File: config.mk
export PLATFORM = sky130hd
export DESIGN_NAME = imc_master
export DESIGN_NICKNAME = d
export VERILOG_FILES = /design/src/hw/imc_pkg.sv /design/src/hw/imc_sync.sv /design/src/hw/imc_req_sampler.sv /design/src/hw/imc_master.sv
export SDC_FILE = /design/constraint.sdc
export NUM_CORES = 1
export LEC_CHECK = 0
export ABC_AREA = 1
export BUFFER_PORTS_ARGS = -buffer_cell sky130_fd_sc_hd__buf_4
export CAP_MARGIN = 10
export CORE_ASPECT_RATIO = 1.25
export CORE_MARGIN = 4
export CORE_UTILIZATION = 33
export DETAILED_ROUTE_END_ITERATION = 10
export PLACE_DENSITY = 0.55
export SETUP_SLACK_MARGIN = 0.05
export SKIP_CTS_REPAIR_TIMING = 1
export SYNTH_ARGS = -nofsm -noshare
export SYNTH_HDL_FRONTEND = slang
export SYNTH_SLANG_ARGS = --single-unit
export TNS_END_PERCENT = 1
File: constraint.sdc
create_clock -name clk -period 3.8 [get_ports clk]
set_input_delay 0.19 -clock clk [delete_from_list [all_inputs] [get_ports clk]]
set_output_delay 0.19 -clock clk [all_outputs]
set_load 0.02 [all_outputs]
File: src/hw/imc_pkg.sv
// package of timing counts, widths and states for the isa master cycle sequencer
`default_nettype none
package imc_pkg;

    // widths
    localparam int unsigned LA_W   = 7;
    localparam int unsigned SA_W   = 20;
    localparam int unsigned ADDR_W = 24;
    localparam int unsigned CNT_W  = 5;
    localparam int unsigned AGE_W  = 6;
    localparam int unsigned IRQ_W  = 4;
    localparam int unsigned DREQ_W = 2;
    localparam int unsigned DACK_W = 3;

    // address field positions
    localparam int unsigned LA_LSB   = 17;
    localparam int unsigned SMEM_LSB = 20;

    // minimum spacings, in periods of the double-rate isa clock
    localparam int unsigned LA_LEAD_ALE_T   = 5;
    localparam int unsigned SA_LEAD_ALE_T   = 1;
    localparam int unsigned SA_LEAD_CMD_T   = 2;
    localparam int unsigned LA_LEAD_CMD_T   = 5;
    localparam int unsigned ALE_WIDTH_T     = 1;
    localparam int unsigned ALE_TO_CMD_T    = 2;
    localparam int unsigned ALE_TO_CMD_END_T = 11;
    localparam int unsigned LA_HOLD_ALE_T   = 14;
    localparam int unsigned LA_HOLD_CMD_T   = 13;
    localparam int unsigned CMD_WIDTH_T     = 9;
    localparam int unsigned SA_HOLD_CMD_T   = 10;

    function automatic int unsigned max2(input int unsigned a, input int unsigned b);
        return (a > b) ? a : b;
    endfunction

    // schedule of a cycle, counted in ticks from the address drive
    localparam int unsigned ALE_ON_N  = max2(LA_LEAD_ALE_T, SA_LEAD_ALE_T) - ALE_WIDTH_T;
    localparam int unsigned ALE_OFF_N = ALE_ON_N + ALE_WIDTH_T;
    localparam int unsigned CMD_ON_N  = max2(max2(ALE_ON_N + ALE_TO_CMD_T, LA_LEAD_CMD_T), SA_LEAD_CMD_T);
    localparam int unsigned CMD_OFF_N = max2(CMD_ON_N + CMD_WIDTH_T, ALE_ON_N + ALE_TO_CMD_END_T);
    localparam int unsigned END_N     = max2(max2(ALE_OFF_N + LA_HOLD_ALE_T, CMD_ON_N + LA_HOLD_CMD_T),
                                             max2(CMD_ON_N + SA_HOLD_CMD_T, CMD_OFF_N));

    localparam logic [CNT_W-1:0] ALE_ON_C  = CNT_W'(ALE_ON_N);
    localparam logic [CNT_W-1:0] ALE_OFF_C = CNT_W'(ALE_OFF_N);
    localparam logic [CNT_W-1:0] CMD_ON_C  = CNT_W'(CMD_ON_N);
    localparam logic [CNT_W-1:0] CMD_OFF_C = CNT_W'(CMD_OFF_N);
    localparam logic [CNT_W-1:0] END_C     = CNT_W'(END_N);

    // reset value of the ages, and the address page that selects the low-memory strobes
    localparam logic [AGE_W-1:0] AGE_MAX   = 6'h3f;
    localparam logic [3:0]       SMEM_PAGE = 4'h0;

    typedef enum logic [2:0] {
        IMC_IDLE  = 3'b000,
        IMC_LEAD  = 3'b001,
        IMC_ALE   = 3'b010,
        IMC_SETUP = 3'b011,
        IMC_CMD   = 3'b100,
        IMC_HOLD  = 3'b101
    } imc_state_t;

endpackage
`default_nettype wire

File: src/hw/imc_sync.sv
// two-flop synchroniser for levels arriving from outside the clk domain
`default_nettype none
module imc_sync #(
    parameter int unsigned WIDTH = 1
) (
    // clock and reset
    input  wire logic             clk,
    input  wire logic             nrst,
    input  wire logic             ce,
    // data
    input  wire logic [WIDTH-1:0] din,
    output logic      [WIDTH-1:0] dout
);

    logic [WIDTH-1:0] meta_reg;
    logic [WIDTH-1:0] meta_next;
    logic [WIDTH-1:0] dout_reg;
    logic [WIDTH-1:0] dout_next;

    always_comb begin
        meta_next = ce ? din : meta_reg;
        dout_next = ce ? meta_reg : dout_reg;
    end

    always_ff @(posedge clk or negedge nrst) begin
        if (!nrst) begin
            meta_reg <= '0;
            dout_reg <= '0;
        end else begin
            meta_reg <= meta_next;
            dout_reg <= dout_next;
        end
    end

    assign dout = dout_reg;

endmodule
`default_nettype wire

File: src/hw/imc_req_sampler.sv
// captures the muxed interrupt and dma request lines on each rising edge of the double-rate clock
`default_nettype none
module imc_req_sampler (
    // clock and reset
    input  wire logic                        clk,
    input  wire logic                        nrst,
    input  wire logic                        ce,
    input  wire logic                        tick,
    // synchronised request lines
    input  wire logic [imc_pkg::IRQ_W-1:0]   irq_in,
    input  wire logic [imc_pkg::DREQ_W-1:0]  dreq_in,
    // sampled values
    output logic      [imc_pkg::IRQ_W-1:0]   irq_out,
    output logic      [imc_pkg::DREQ_W-1:0]  dreq_out
);

    logic [imc_pkg::IRQ_W-1:0]  irq_reg;
    logic [imc_pkg::IRQ_W-1:0]  irq_next;
    logic [imc_pkg::DREQ_W-1:0] dreq_reg;
    logic [imc_pkg::DREQ_W-1:0] dreq_next;

    always_comb begin
        irq_next  = irq_reg;
        dreq_next = dreq_reg;
        if (ce && tick) begin
            irq_next  = irq_in;
            dreq_next = dreq_in;
        end
    end

    always_ff @(posedge clk or negedge nrst) begin
        if (!nrst) begin
            irq_reg  <= '0;
            dreq_reg <= '0;
        end else begin
            irq_reg  <= irq_next;
            dreq_reg <= dreq_next;
        end
    end

    assign irq_out  = irq_reg;
    assign dreq_out = dreq_reg;

endmodule
`default_nettype wire

File: src/hw/imc_master.sv
// isa master cycle sequencer timed in periods of the double-rate isa clock
//
// Overview of operation
// - the latchable upper address is valid at least 5T before the address latch enable falls.
// - the latchable upper address is valid at least 5T before a memory strobe asserts.
// - system address and byte-high enable are valid at least 1T before the latch enable falls.
// - system address and byte-high enable are valid at least 2T before any command strobe asserts.
// - the address latch enable stays high for at least 1T.
// - a command strobe asserts no earlier than 2T after the latch enable rises.
// - a memory strobe negates no earlier than 11T after the latch enable rises.
// - the latchable upper address holds for at least 14T after the latch enable falls.
// - the latchable upper address holds for at least 13T after a memory strobe asserts.
// - every command strobe stays asserted for at least 9T.
// - the system address holds for at least 10T after a command strobe asserts.
// - the encoded dma acknowledge is driven from the double-rate clock.
`default_nettype none
module imc_master (
    // clock, reset, enable
    input  wire logic                        clk,
    input  wire logic                        nrst,
    input  wire logic                        ce,
    // link clock and muxed requests from outside
    input  wire logic                        isa_double_rate_clock,
    input  wire logic [imc_pkg::IRQ_W-1:0]   muxed_interrupt_requests,
    input  wire logic [imc_pkg::DREQ_W-1:0]  muxed_dma_requests,
    // cycle request port
    input  wire logic                        req_valid,
    input  wire logic                        req_write,
    input  wire logic                        req_io,
    input  wire logic [imc_pkg::ADDR_W-1:0]  req_addr,
    input  wire logic                        req_byte_high,
    output logic                             req_ready,
    output logic                             cyc_done,
    // dma acknowledge source
    input  wire logic [imc_pkg::DACK_W-1:0]  dack_code_in,
    input  wire logic                        tc_in,
    // isa bus pins
    output logic                             isa_bus_clk,
    output logic                             bus_oe,
    output logic [imc_pkg::LA_W-1:0]         la_out,
    output logic [imc_pkg::SA_W-1:0]         sa_out,
    output logic                             sbhe_n,
    output logic                             addr_latch_en,
    output logic                             memr_n,
    output logic                             memw_n,
    output logic                             smemr_n,
    output logic                             smemw_n,
    output logic                             ior_n,
    output logic                             iow_n,
    output logic [imc_pkg::DACK_W-1:0]       encoded_dma_acknowledge,
    output logic                             tc_out,
    // sampled requests
    output logic [imc_pkg::IRQ_W-1:0]        irq_sampled,
    output logic [imc_pkg::DREQ_W-1:0]       dreq_sampled
);

    ////////////////////////////////////////////////////////////////////////////
    // link clock sampling and edge detection

    logic                       dclk_sync;
    logic [imc_pkg::IRQ_W-1:0]  irq_sync;
    logic [imc_pkg::DREQ_W-1:0] dreq_sync;
    logic                       dclk_prev_reg;
    logic                       dclk_prev_next;
    logic                       tick;

    imc_sync #(.WIDTH(1 + imc_pkg::IRQ_W + imc_pkg::DREQ_W)) u_sync (
        .clk  (clk),
        .nrst (nrst),
        .ce   (ce),
        .din  ({isa_double_rate_clock, muxed_interrupt_requests, muxed_dma_requests}),
        .dout ({dclk_sync, irq_sync, dreq_sync})
    );

    // one tick per rising edge of the double-rate clock
    assign tick = dclk_sync & ~dclk_prev_reg;

    // requests are sampled where the external mux presents them
    imc_req_sampler u_sampler (
        .clk      (clk),
        .nrst     (nrst),
        .ce       (ce),
        .tick     (tick),
        .irq_in   (irq_sync),
        .dreq_in  (dreq_sync),
        .irq_out  (irq_sampled),
        .dreq_out (dreq_sampled)
    );

    ////////////////////////////////////////////////////////////////////////////
    // cycle sequencer

    imc_pkg::imc_state_t          state_reg, state_next;
    logic [imc_pkg::CNT_W-1:0]    cnt_reg, cnt_next;
    logic [imc_pkg::CNT_W-1:0]    cnt_inc;
    logic                         write_reg, write_next;
    logic                         io_reg, io_next;
    logic                         smem_reg, smem_next;
    logic [imc_pkg::LA_W-1:0]     la_reg, la_next;
    logic [imc_pkg::SA_W-1:0]     sa_reg, sa_next;
    logic                         sbhe_n_reg, sbhe_n_next;
    logic                         ale_reg, ale_next;
    logic                         cmd_reg, cmd_next;
    logic                         oe_reg, oe_next;
    logic                         ready_reg, ready_next;
    logic                         done_reg, done_next;
    logic                         bclk_reg, bclk_next;
    logic [imc_pkg::DACK_W-1:0]   dack_reg, dack_next;
    logic                         tc_reg, tc_next;
    assign cnt_inc = cnt_reg + 5'h01;
    always_comb begin
        dclk_prev_next = ce ? dclk_sync : dclk_prev_reg;
        state_next  = state_reg;
        cnt_next    = cnt_reg;
        write_next  = write_reg;
        io_next     = io_reg;
        smem_next   = smem_reg;
        la_next     = la_reg;
        sa_next     = sa_reg;
        sbhe_n_next = sbhe_n_reg;
        ale_next    = ale_reg;
        cmd_next    = cmd_reg;
        oe_next     = oe_reg;
        ready_next  = ready_reg;
        done_next   = 1'b0;
        bclk_next   = bclk_reg;
        dack_next   = dack_reg;
        tc_next     = tc_reg;
        if (ce && tick) begin
            bclk_next = ~bclk_reg;
            dack_next = dack_code_in;
            tc_next   = tc_in;
            cnt_next  = cnt_inc;
            case (state_reg)
                imc_pkg::IMC_IDLE: begin
                    cnt_next = '0;
                    if (req_valid) begin
                        // address and byte enable driven together at count zero
                        la_next     = req_addr[imc_pkg::LA_LSB +: imc_pkg::LA_W];
                        sa_next     = req_addr[imc_pkg::SA_W-1:0];
                        sbhe_n_next = ~req_byte_high;
                        write_next  = req_write;
                        io_next     = req_io;
                        smem_next   = req_addr[imc_pkg::ADDR_W-1:imc_pkg::SMEM_LSB] == imc_pkg::SMEM_PAGE;
                        oe_next     = 1'b1;
                        ready_next  = 1'b0;
                        state_next  = imc_pkg::IMC_LEAD;
                    end
                end
                imc_pkg::IMC_LEAD: begin
                    if (cnt_inc == imc_pkg::ALE_ON_C) begin
                        ale_next   = 1'b1;
                        state_next = imc_pkg::IMC_ALE;
                    end
                end
                imc_pkg::IMC_ALE: begin
                    if (cnt_inc == imc_pkg::ALE_OFF_C) begin
                        ale_next   = 1'b0;
                        state_next = imc_pkg::IMC_SETUP;
                    end
                end
                imc_pkg::IMC_SETUP: begin
                    if (cnt_inc == imc_pkg::CMD_ON_C) begin
                        cmd_next   = 1'b1;
                        state_next = imc_pkg::IMC_CMD;
                    end
                end
                imc_pkg::IMC_CMD: begin
                    if (cnt_inc == imc_pkg::CMD_OFF_C) begin
                        cmd_next   = 1'b0;
                        state_next = imc_pkg::IMC_HOLD;
                    end
                end
                imc_pkg::IMC_HOLD: begin
                    // addresses held until the longest hold has passed
                    if (cnt_inc == imc_pkg::END_C) begin
                        oe_next    = 1'b0;
                        ready_next = 1'b1;
                        done_next  = 1'b1;
                        state_next = imc_pkg::IMC_IDLE;
                    end
                end
                default: begin
                    ale_next   = 1'b0;
                    cmd_next   = 1'b0;
                    oe_next    = 1'b0;
                    ready_next = 1'b1;
                    state_next = imc_pkg::IMC_IDLE;
                end
            endcase
        end
    end

    always_ff @(posedge clk or negedge nrst) begin
        if (!nrst) begin
            dclk_prev_reg <= 1'b0;
            state_reg  <= imc_pkg::IMC_IDLE;
            cnt_reg    <= '0;
            write_reg  <= 1'b0;
            io_reg     <= 1'b0;
            smem_reg   <= 1'b0;
            la_reg     <= '0;
            sa_reg     <= '0;
            sbhe_n_reg <= 1'b1;
            ale_reg    <= 1'b0;
            cmd_reg    <= 1'b0;
            oe_reg     <= 1'b0;
            ready_reg  <= 1'b1;
            done_reg   <= 1'b0;
            bclk_reg   <= 1'b0;
            dack_reg   <= '0;
            tc_reg     <= 1'b0;
        end else begin
            dclk_prev_reg <= dclk_prev_next;
            state_reg  <= state_next;
            cnt_reg    <= cnt_next;
            write_reg  <= write_next;
            io_reg     <= io_next;
            smem_reg   <= smem_next;
            la_reg     <= la_next;
            sa_reg     <= sa_next;
            sbhe_n_reg <= sbhe_n_next;
            ale_reg    <= ale_next;
            cmd_reg    <= cmd_next;
            oe_reg     <= oe_next;
            ready_reg  <= ready_next;
            done_reg   <= done_next;
            bclk_reg   <= bclk_next;
            dack_reg   <= dack_next;
            tc_reg     <= tc_next;
        end
    end

    ////////////////////////////////////////////////////////////////////////////
    // strobe decode, registered so pins come straight from flops

    logic [5:0] strb_n_reg;
    logic [5:0] strb_n_next;

    always_comb begin
        strb_n_next[5] = ~(cmd_next & ~io_next & ~write_next);
        strb_n_next[4] = ~(cmd_next & ~io_next & write_next);
        strb_n_next[3] = ~(cmd_next & ~io_next & ~write_next & smem_next);
        strb_n_next[2] = ~(cmd_next & ~io_next & write_next & smem_next);
        strb_n_next[1] = ~(cmd_next & io_next & ~write_next);
        strb_n_next[0] = ~(cmd_next & io_next & write_next);
    end

    always_ff @(posedge clk or negedge nrst) begin
        if (!nrst) begin
            strb_n_reg <= '1;
        end else begin
            strb_n_reg <= strb_n_next;
        end
    end

    assign req_ready               = ready_reg;
    assign cyc_done                = done_reg;
    assign isa_bus_clk             = bclk_reg;
    assign bus_oe                  = oe_reg;
    assign la_out                  = la_reg;
    assign sa_out                  = sa_reg;
    assign sbhe_n                  = sbhe_n_reg;
    assign addr_latch_en           = ale_reg;
    assign memr_n                  = strb_n_reg[5];
    assign memw_n                  = strb_n_reg[4];
    assign smemr_n                 = strb_n_reg[3];
    assign smemw_n                 = strb_n_reg[2];
    assign ior_n                   = strb_n_reg[1];
    assign iow_n                   = strb_n_reg[0];
    assign encoded_dma_acknowledge = dack_reg;
    assign tc_out                  = tc_reg;

    ////////////////////////////////////////////////////////////////////////////
    // checks: ages in ticks since each bus event

    logic                      strobe_on;
    logic                      mem_on;
    logic [imc_pkg::AGE_W-1:0] la_age, sa_age, ale_age, ale_off_age, cmd_age;

    assign strobe_on = ~&strb_n_reg;
    assign mem_on    = ~&strb_n_reg[5:4];

    function automatic logic [imc_pkg::AGE_W-1:0] age_step(input logic [imc_pkg::AGE_W-1:0] a);
        return (a == imc_pkg::AGE_MAX) ? a : a + 6'h01;
    endfunction

    always_ff @(posedge clk or negedge nrst) begin
        if (!nrst) begin
            la_age      <= imc_pkg::AGE_MAX;
            sa_age      <= imc_pkg::AGE_MAX;
            ale_age     <= imc_pkg::AGE_MAX;
            ale_off_age <= imc_pkg::AGE_MAX;
            cmd_age     <= imc_pkg::AGE_MAX;
        end else if (ce && tick) begin
            la_age      <= (la_next != la_reg || (oe_next && !oe_reg)) ? '0 : age_step(la_age);
            sa_age      <= (sa_next != sa_reg || sbhe_n_next != sbhe_n_reg || (oe_next && !oe_reg))
                           ? '0 : age_step(sa_age);
            ale_age     <= (ale_next && !ale_reg) ? '0 : age_step(ale_age);
            ale_off_age <= (!ale_next && ale_reg) ? '0 : age_step(ale_off_age);
            cmd_age     <= (cmd_next && !cmd_reg) ? '0 : age_step(cmd_age);
        end
    end
endmodule
`default_nettype wire

==> key figures, run 1 <==
Synthesis
  • Net Count, Synth: 396
  • Synth warn: 0
  • Seq/Total Area, Yosys: 57.6%
  • Number of distinct library cells after synthesis: 29
  • Mapped Cells: 349
  • #FFs+latches synth: 73
  • Mean post-synth cell area: 9.13 µm²
  • Post-synthesis instance area: 3190 µm²

Timing
  • Relative slew slack: 39.9%
  • Max Fclk: 468 MHz
  • Final Max Slew Viols: 0
  • PnR worst setup slack: 1.67 ns
  • Final Hold Vio Count: 3
  • Setup TNS: 0 ns
  • Hold_ws: -0.00872 ns
  • Final Critical Period: 2.13 ns
  • Period utilisation layout: 56.2%
  • Slew @ Worst Pin: 0.901 ns
  • RSZ-0062 raised after global routing: no
  • # setup viols final: 0
  • Clock Skew: 0.00471 ns

Power
  • Switch share: 38.2%
  • Internal power: 2.03 mW
  • Pwr dens: 780 nW/µm²
  • Sequential share of power: 38.2%
  • Gate power share: 38.2%
  • Sw Pwr: 1.25 mW
  • VDD IR-drop max: 0.411 mV
  • Clk network pwr share: 23.6%
  • Lkg Pwr: 2.19 nW

Run
  • Max Cap Violations: 0

Cells and area
  • Most frequent cells in the layout: nand2_1, buf_4, dfrtp_1, inv_1, o21ai_0
  • Max FFs per register: 17
  • Share of cells above drive strength 1: 32.5%
  • # nets final: 482
  • Most common cell after layout, fill and taps aside: nand2_1
  • Synth-to-layout area growth: 31.9%
  • Fin area: 4200 µm²
  • Fill cells: 932
  • Antenna cells: 0

Die
  • Die area: 11300 µm²
  • Die Wd: 95.9 µm
  • Site Rows: 39
  • IO Count: 91
  • CORE AREA: 9270 µm²
  • Initial Util: 34.4%
  • Overall die height: 118 µm

Min path
  • Worst Hold Class: input pin to async pin

Critical path
  • Arr. time, crit path: 2.38 ns
  • Crit-path max FO: 34
  • Setup CP Type: register to register
  • Startpoint Class: register
  • CP max stage cell: inv_2
  • Most numerous cell on the critical path: inv_2
  • Crit. End Element: register
  • Worst Path Buf+Inv: 2
  • Critical Path Max Stage Delay: 0.48 ns
  • CP delay by family, top: simple AND/OR/NAND/NOR gates
  • Crit path cell chain: nand2_4, nor2_8, nand4_4, inv_2, or2_1, o21ai_2, inv_2, nand3_1
  • Worst EP required: 4.05 ns

GRT
  • Initial antenna violation count: 0
  • First-pass GRT wire length: 12000 µm
  • Grt ovf: 0
  • Largest net degree at the start of global routing: 74
  • Vias in the first global route: 2490
  • Total track usage: 13.7%

Detailed routing
  • Final WL: 6970 µm
  • Vias/cell: 4.31
  • Drt wl/cell: 12.4 µm
  • Initial DRC Count: 93
  • Antenna Nets Post-Route: 0
  • DR vias: 2429
  • TritonRoute pass-1 iters: 4
  • Drc violations: 0

Placed design
  • Gp weighted congestion: 0.780
  • Dpl ws: 1.56 ns
  • Placed inst area: 3930 µm²
  • HPWL Detailed: 4980 µm
  • Port Buffers: 90

Outcome
  • Status: complete, but fails checks
  • Failing checks: negative hold slack

Clock tree
  • H-Tree Depth: 3
  • Clock Latency Late Sink: 0.33 ns
  • TritonCTS clock tree: built
  • CTS sink cnt: 73
  • Clock Root Buffer: clkbuf_16
  • CTS Buf Count: 9
  • Max Root-Sink Buffers: 2
  • Clk slew on worst S/H paths: 0.06 ns
cells by family after synthesis:
group / synth area share (%)
compound gates: 4.59
xor+xnor: 0.275
fa+ha+maj: 1.96
buf+inv: 6.48
flops: 57.6
mux: 2.12
simple gates: 26.9
power groups by stage:
stage               logic, mW  registers (mW)  clock network [mW]
finish                   1.25            1.25               0.772
global route             1.40            1.30               0.829
CTS                      1.28            1.26               0.798
detailed placement       1.28            1.26                   0
global placement         1.26            1.26                   0
floorplan               0.548            1.48                   0
metrics by stage:
stage	total power, mW	utilization [%]	std cells	hold slack [ns]
floorplan	2.02	-	349	-0.106
global placement	2.52	42.4	547	0.373
detailed placement	2.53	42.4	547	0.363
CTS	3.33	45.3	563	0.0181
global route	3.53	45.3	563	0.0347
finish	3.28	45.3	563	-0.00872
worst register-to-register path, cell delays in order, from the launching register on:
cell and delay [ns]:
dfrtp_1 0.40, nand2_4 0.09, nor2_8 0.20, nand4_4 0.44
inv_2 0.49, or2_1 0.18, o21ai_2 0.08, inv_2 0.10
nand3_1 0.08
path summary, 6_finish.rpt:
| check | startpoint | end | slack, ns | depth (start not counted) |
|---|---|---|---|---|
| max | u_sync.dout[6] | strb_n_reg[2] | 1.67 | 8 |
| min | nrst | la_out[5] | -0.009 | 1 |
| max reg2reg | u_sync.dout[6] | strb_n_reg[2] | 1.67 | 8 |
| min reg2reg | req_ready | req_ready | 0.46 | 2 |
| max in group asynchronous | nrst | u_sync.meta_reg[5] | 3.22 | 1 |
| min in group clk | req_byte_high | sbhe_n | 0.03 | 2 |
cell type report:
class	count	area (µm²)	share of cell area, %
inverters	32	120	2.86
well taps	123	154	3.66
repair buffers	90	676	16.1
clock inverters	5	31.3	0.744
multi-input cells	229	1140	27.2
flip-flops and latches	73	1840	43.7
clock buffers	11	243	5.77
per-layer routing:
layer  track usage [%]  vias up  routed length [µm]
met5                 0        -                   0
met4              4.80        0                  83
met3              6.52        7                 668
met2              19.5       70                3100
met1              18.0     1093                3120
li1                  -     1259                   -
cells in the mapped netlist:
cell type / n / area share [%]
nand2_1: 135 / 16
dfrtp_1: 65 / 51
inv_1: 27 / 3.2
o21ai_0: 21 / 3.3
nand3_1: 16 / 2.5
nor2_1: 11 / 1.3
dfstp_2: 8 / 6.6
buf_2: 6 / 0.94
mux2_2: 6 / 2.1
nand4_1: 6 / 1.2
ha_1: 5 / 2.0
inv_2: 5 / 0.59
nand2_2: 5 / 0.98
a21oi_1: 4 / 0.63
buf_4: 4 / 0.94
clkbuf_1: 4 / 0.47
nor2_2: 4 / 0.79
nor2_4: 3 / 1.1
nand2_4: 2 / 0.71
nand3_2: 2 / 0.63
o22ai_1: 2 / 0.39
buf_6: 1 / 0.35
nand4_4: 1 / 0.67
nor2_8: 1 / 0.63
nor4_1: 1 / 0.20
o21ai_2: 1 / 0.27
or2_1: 1 / 0.20
or3_1: 1 / 0.20
xnor2_1: 1 / 0.27
Note: power is estimated with default switching activity, not from simulation.
==> run 2: changes to the inputs <==
- ABC_AREA: 1 -> 0
- clock period: 3.8 -> 2.1 ns (I/O delays scaled with it)
==> key figures, run 2 <==
Synthesis
  • Number of distinct library cells after synthesis: 43
  • Synth warn: 0
  • Post-synth ARST share: 100%
  • Post-synth EDFFs: 0
  • Yosys top cell area share: 51.1%
  • Main synth FF type: dfrtp_1
  • Top-count cell post-synth: dfrtp_1
  • Seq/Total Area, Yosys: 57.7%
  • Largest area contributor in the netlist: dfrtp_1
  • #FFs+latches synth: 73
  • Ranking of synthesized cells by area: dfrtp_1, mux2_2, dfstp_2
  • Mean post-synth cell area: 12.0 µm²
  • Mapped Cells: 264
  • Net Count, Synth: 311
  • Post-synthesis instance area: 3180 µm²
  • Post-synth top cells: dfrtp_1, mux2_2, nand2_1

Die
  • CORE AREA: 9270 µm²
  • Die area: 11300 µm²
  • Overall die height: 118 µm
  • Site Rows: 39
  • IO Count: 91
  • Die Wd: 95.8 µm
  • Initial Util: 34.3%

GRT
  • Initial antenna violation count: 0
  • First-pass GRT wire length: 10900 µm
  • Largest net degree at the start of global routing: 45
  • Total track usage: 12.2%
  • Vias in the first global route: 2182
  • Grt ovf: 0

Power
  • VDD IR-drop max: 0.515 mV
  • Pwr dens: 1380 nW/µm²
  • Lkg Pwr: 2.07 nW

Cells and area
  • Antenna cells: 0
  • Synth-to-layout area growth: 41.3%
  • Max FFs per register: 17
  • Most common cell after layout, fill and taps aside: buf_4
  • Area of the multi-input gates: 1250 µm²
  • Share of cells above drive strength 1: 51.1%
  • Seq. cell area: 1840 µm²
  • Most frequent cells in the layout: buf_4, dfrtp_1, mux2_2, nand2_1
  • Fill cells: 862
  • Non-Filler Instances: 499
  • # nets final: 418
  • Fin area: 4500 µm²

Clock tree
  • Clk slew on worst S/H paths: 0.06 ns
  • CTS sink cnt: 73
  • Clock Latency Late Sink: 0.33 ns
  • Max Root-Sink Buffers: 2
  • H-Tree Depth: 3
  • CTS Buf Count: 9
  • TritonCTS clock tree: built
  • Clock Root Buffer: clkbuf_16

Critical path
  • Worst EP required: 2.31 ns
  • Crit. End Element: register
  • Arr. time, crit path: 2.26 ns
  • Reg2Reg Setup Slack: 0.05 ns
  • Startpoint Class: register
  • Worst R2R Start: cnt_reg[1]
  • Crit-path max FO: 8
  • Crit. Startpoint: cnt_reg[1]
  • Reg2reg end: state_reg[2]
  • R2R cell count: 8
  • Setup CP Type: register to register

Placed design
  • Port Buffers: 90
  • Gp weighted congestion: 0.817
  • Placed inst area: 4040 µm²
  • Dpl ws: -0.00549 ns
  • Placed insts: 472
  • HPWL Detailed: 5010 µm

Timing
  • PnR worst setup slack: 0.0476 ns
  • Final Critical Period: 2.05 ns
  • RSZ-0062 raised after global routing: yes
  • Relative slew slack: 60.6%
  • Clock Skew: 0.00921 ns
  • Final Hold Vio Count: 0
  • # setup viols final: 0
  • Slew @ Worst Pin: 0.591 ns
  • Max Fclk: 487 MHz
  • Period utilisation layout: 97.7%
  • Final Max Slew Viols: 0

Min path
  • Worst Hold Depth: 2
  • Worst Hold Path EP: u_sync.meta_reg[2]
  • Hold_sp: muxed_interrupt_requests[0]
  • Worst Hold Class: input pin to register

Detailed routing
  • Antenna Nets Post-Route: 0
  • TritonRoute pass-1 iters: 4
  • Drt wl/cell: 14.2 µm
  • Final WL: 7080 µm
  • Vias/cell: 4.64
  • Initial DRC Count: 95
  • DR vias: 2315
  • Drc violations: 0

Outcome
  • Status: finished, final reports clean

Run
  • Max Cap Violations: 0
==> run 2: metal layers <==
metal | global-route usage (%) | part of all wire [%]
met5 | 0 | 0
met4 | 5.43 | 1.3
met3 | 2.88 | 7.1
met2 | 19.9 | 48
met1 | 15.1 | 43
==> run 2: cell families after synthesis <==
group / share of synthesized area (%)
multiplexers: 16.2
flip-flops: 57.7
AND/OR/NAND/NOR: 12.2
adder cells (fa/ha/maj): 1.97
buffers and inverters: 4.56
XOR/XNOR: 0.826
AO/OA/AOI/OAI: 6.57
==> run 2: power breakdown <==
| part | total [mW] | switching, mW | internal [mW] | leakage, nW |
|---|---|---|---|---|
| sequential | 2.24 | 0.350 | 1.89 | 0.865 |
| combinational | 2.44 | 1.25 | 1.19 | 1.05 |
| clock | 1.53 | 0.578 | 0.950 | 0.145 |
==> run 2: how the worst max path moves through the flow <==
stage | to | depth (start not counted)
2_1_floorplan | state_reg[0] | 8
3_3_place_gp | state_reg[2] | 7
3_5_place_dp | state_reg[2] | 7
4_1_cts | state_reg[2] | 7
5_1_grt | state_reg[2] | 7
6_report | state_reg[2] | 8
==> run 2: cell type report <==
type	instances	area share [%]
sequential	73	41.0
multi-input combinational	163	27.8
timing repair buffer	114	20.3
clock buffer	11	5.40
tap	123	3.42
clock inverter	5	1.25
inverter	10	0.835
==> run 2: worst max-delay path: stages (launching register included) <==
cell and delay (ns):
dfrtp_2 0.40, buf_6 0.14, inv_1 0.07, ha_1 0.17, mux2_2 0.28, a311oi_1 0.26, o21ai_1 0.14, nor4b_4 0.17
mux2_4 0.31
==> run 2: per-stage QoR <==
stage | total power, mW | util [%] | TNS (ns) | hold WS [ns]
6_report | 6.21 | 48.5 | 0 | 0.00925
5_1_grt | 6.58 | 48.5 | -0.122 | 0.00343
4_1_cts | 6.12 | 46.7 | -0.0377 | -0.199
3_5_place_dp | 4.55 | 43.5 | -0.00785 | 0.148
3_3_place_gp | 4.51 | 43.5 | 0 | 0.136
2_1_floorplan | 3.64 | - | 0 | -0.191
==> run 3: changes to the inputs <==
- ABC_AREA: 0 -> 1
==> key figures, run 3 (synthesis gave the netlist of run 1 again) <==
Outcome
  • Status: complete, but fails checks
  • Failing checks: negative hold slack

Die
  • Die Wd: 95.9 µm
  • Initial Util: 34.4%
  • Overall die height: 118 µm
  • Site Rows: 39
  • Die area: 11300 µm²
  • IO Count: 91
  • CORE AREA: 9270 µm²

Detailed routing
  • DR vias: 2591
  • Drc violations: 0
  • Drt wl/cell: 12.1 µm
  • Final WL: 7200 µm
  • TritonRoute pass-1 iters: 5
  • Antenna Nets Post-Route: 0
  • Vias/cell: 4.36
  • Initial DRC Count: 78

Timing
  • Clock Skew: 0.00662 ns
  • Final Hold Vio Count: 2
  • Relative slew slack: 65.7%
  • Slew @ Worst Pin: 0.515 ns
  • RSZ-0062 raised after global routing: no
  • Setup TNS: 0 ns
  • Period utilisation layout: 80.2%
  • Hold_ws: -0.0317 ns
  • # setup viols final: 0
  • Max Fclk: 594 MHz
  • Final Max Slew Viols: 0
  • Final Critical Period: 1.68 ns

Critical path
  • Reg2reg end: addr_latch_en
  • Crit. End Element: register
  • Crit-path max FO: 9
  • Critical Path Max Stage Delay: 0.48 ns
  • Crit path cell chain: ha_1, inv_1, nand2_2, nand2_2, nor2_4, nand2_1, nand2_1, nand3_2, nor2_1, nand2_1, nand2_1, nand2_1
  • Reg2Reg Setup Slack: 0.42 ns
  • Worst EP required: 2.33 ns
  • R2R cell count: 12
  • CP max stage cell: dfrtp_1
  • Worst Path Buf+Inv: 1
  • Startpoint Class: register
  • CP delay by family, top: simple AND/OR/NAND/NOR gates
  • Setup CP Type: register to register
  • Arr. time, crit path: 1.91 ns
  • Most numerous cell on the critical path: nand2_1
  • Worst R2R Start: cnt_reg[0]

Cells and area
  • # nets final: 513
  • Antenna cells: 0
  • Most frequent cells in the layout: nand2_1, buf_4, dfrtp_1, inv_1, dlygate4sd3_1
  • Non-Filler Instances: 594
  • Most common cell after layout, fill and taps aside: nand2_1
  • Max FFs per register: 17
  • Share of cells above drive strength 1: 31.4%
  • Synth-to-layout area growth: 41.9%

GRT
  • First-pass GRT wire length: 12000 µm
  • Total track usage: 13.5%
  • Grt ovf: 0
  • Largest net degree at the start of global routing: 40
  • Initial antenna violation count: 0
  • Vias in the first global route: 2545

Clock tree
  • CTS Buf Count: 9
  • TritonCTS clock tree: built
  • Max Root-Sink Buffers: 2
  • CTS sink cnt: 73
  • Clk slew on worst S/H paths: 0.06 ns
  • Clock Root Buffer: clkbuf_16
  • Clock Latency Late Sink: 0.33 ns
  • H-Tree Depth: 3

Power
  • Pwr dens: 1330 nW/µm²
  • VDD IR-drop max: 0.603 mV
  • Lkg Pwr: 2.33 nW

Placed design
  • Gp weighted congestion: 0.837
  • HPWL Detailed: 5150 µm
  • Port Buffers: 90
  • Placed insts: 552

Min path
  • Hold_sp: tc_in
  • Worst Hold Path EP: tc_out
  • Worst Hold Class: input pin to register
  • Worst Hold Depth: 3

Run
  • Max Cap Violations: 0
[run 3: changes by cell type in the layout (fill, tap and decap cells not counted), moves of 5 or more]
cell,before,now
dlygate4sd3_1,8,26
mux2_2,41,6
nand2_1,40,135
nand3_1,9,16
nand2_2,0,5
buf_4,101,94
o21ai_0,9,21
inv_1,7,27
[run 3: how the worst max path moves through the flow]
stage                    end  cells past startpoint       start  slack (ns)
2_1_floorplan   state_reg[1]                     11  cnt_reg[0]        0.55
3_3_place_gp    state_reg[2]                     11  cnt_reg[0]        0.46
3_5_place_dp    state_reg[1]                     12  cnt_reg[0]        0.43
4_1_cts         state_reg[1]                     12  cnt_reg[0]        0.41
5_1_grt        addr_latch_en                     12  cnt_reg[0]        0.20
6_report       addr_latch_en                     12  cnt_reg[0]        0.42
[run 3: stage by stage]
| stage | area [µm²] | worst slack, ns | total power [mW] | util [%] |
|---|---|---|---|---|
| global placement | 3980 | 0.463 | 4.57 | 42.9 |
| detailed placement | 3980 | 0.428 | 4.60 | 42.9 |
| CTS | 4260 | 0.410 | 6.08 | 46.0 |
| global route | 4520 | 0.199 | 6.46 | 48.8 |
| floorplan | 3190 | 0.548 | 3.66 | - |
| finish | 4520 | 0.415 | 6.04 | 48.8 |
[run 3: power by group]
part / leakage (nW) / switching [mW] / internal (mW)
clock: 0.139 / 0.579 / 0.864
combinational: 1.30 / 1.37 / 0.961
sequential: 0.894 / 0.344 / 1.92
total: 2.33 / 2.29 / 3.75
[run 3: layer usage]
| layer | vias to the layer above | GRT usage [%] | wire length, µm |
|---|---|---|---|
| li1 | 1322 | - | - |
| met4 | 0 | 6.49 | 118 |
| met5 | - | 0 | 0 |
| met3 | 11 | 5.82 | 607 |
| met2 | 79 | 19.4 | 3340 |
| met1 | 1179 | 17.2 | 3130 |
[run 3: area by class of cell]
class                   count  area [µm²]
clock buffers              12         256
clock inverters             4        26.3
fillers                   890        4750
inverters                  32         120
multi-input cells         229        1140
flip-flops and latches     73        1840
well taps                 123         154
repair buffers            121         986
[run 3: worst register-to-register path: cells and delay by family, from the launching register on]
family / cells / cell delay, ns
buf+inv: 1 / 0.06
fa+ha+maj: 1 / 0.25
simple gates: 10 / 0.80
flops: 1 / 0.48
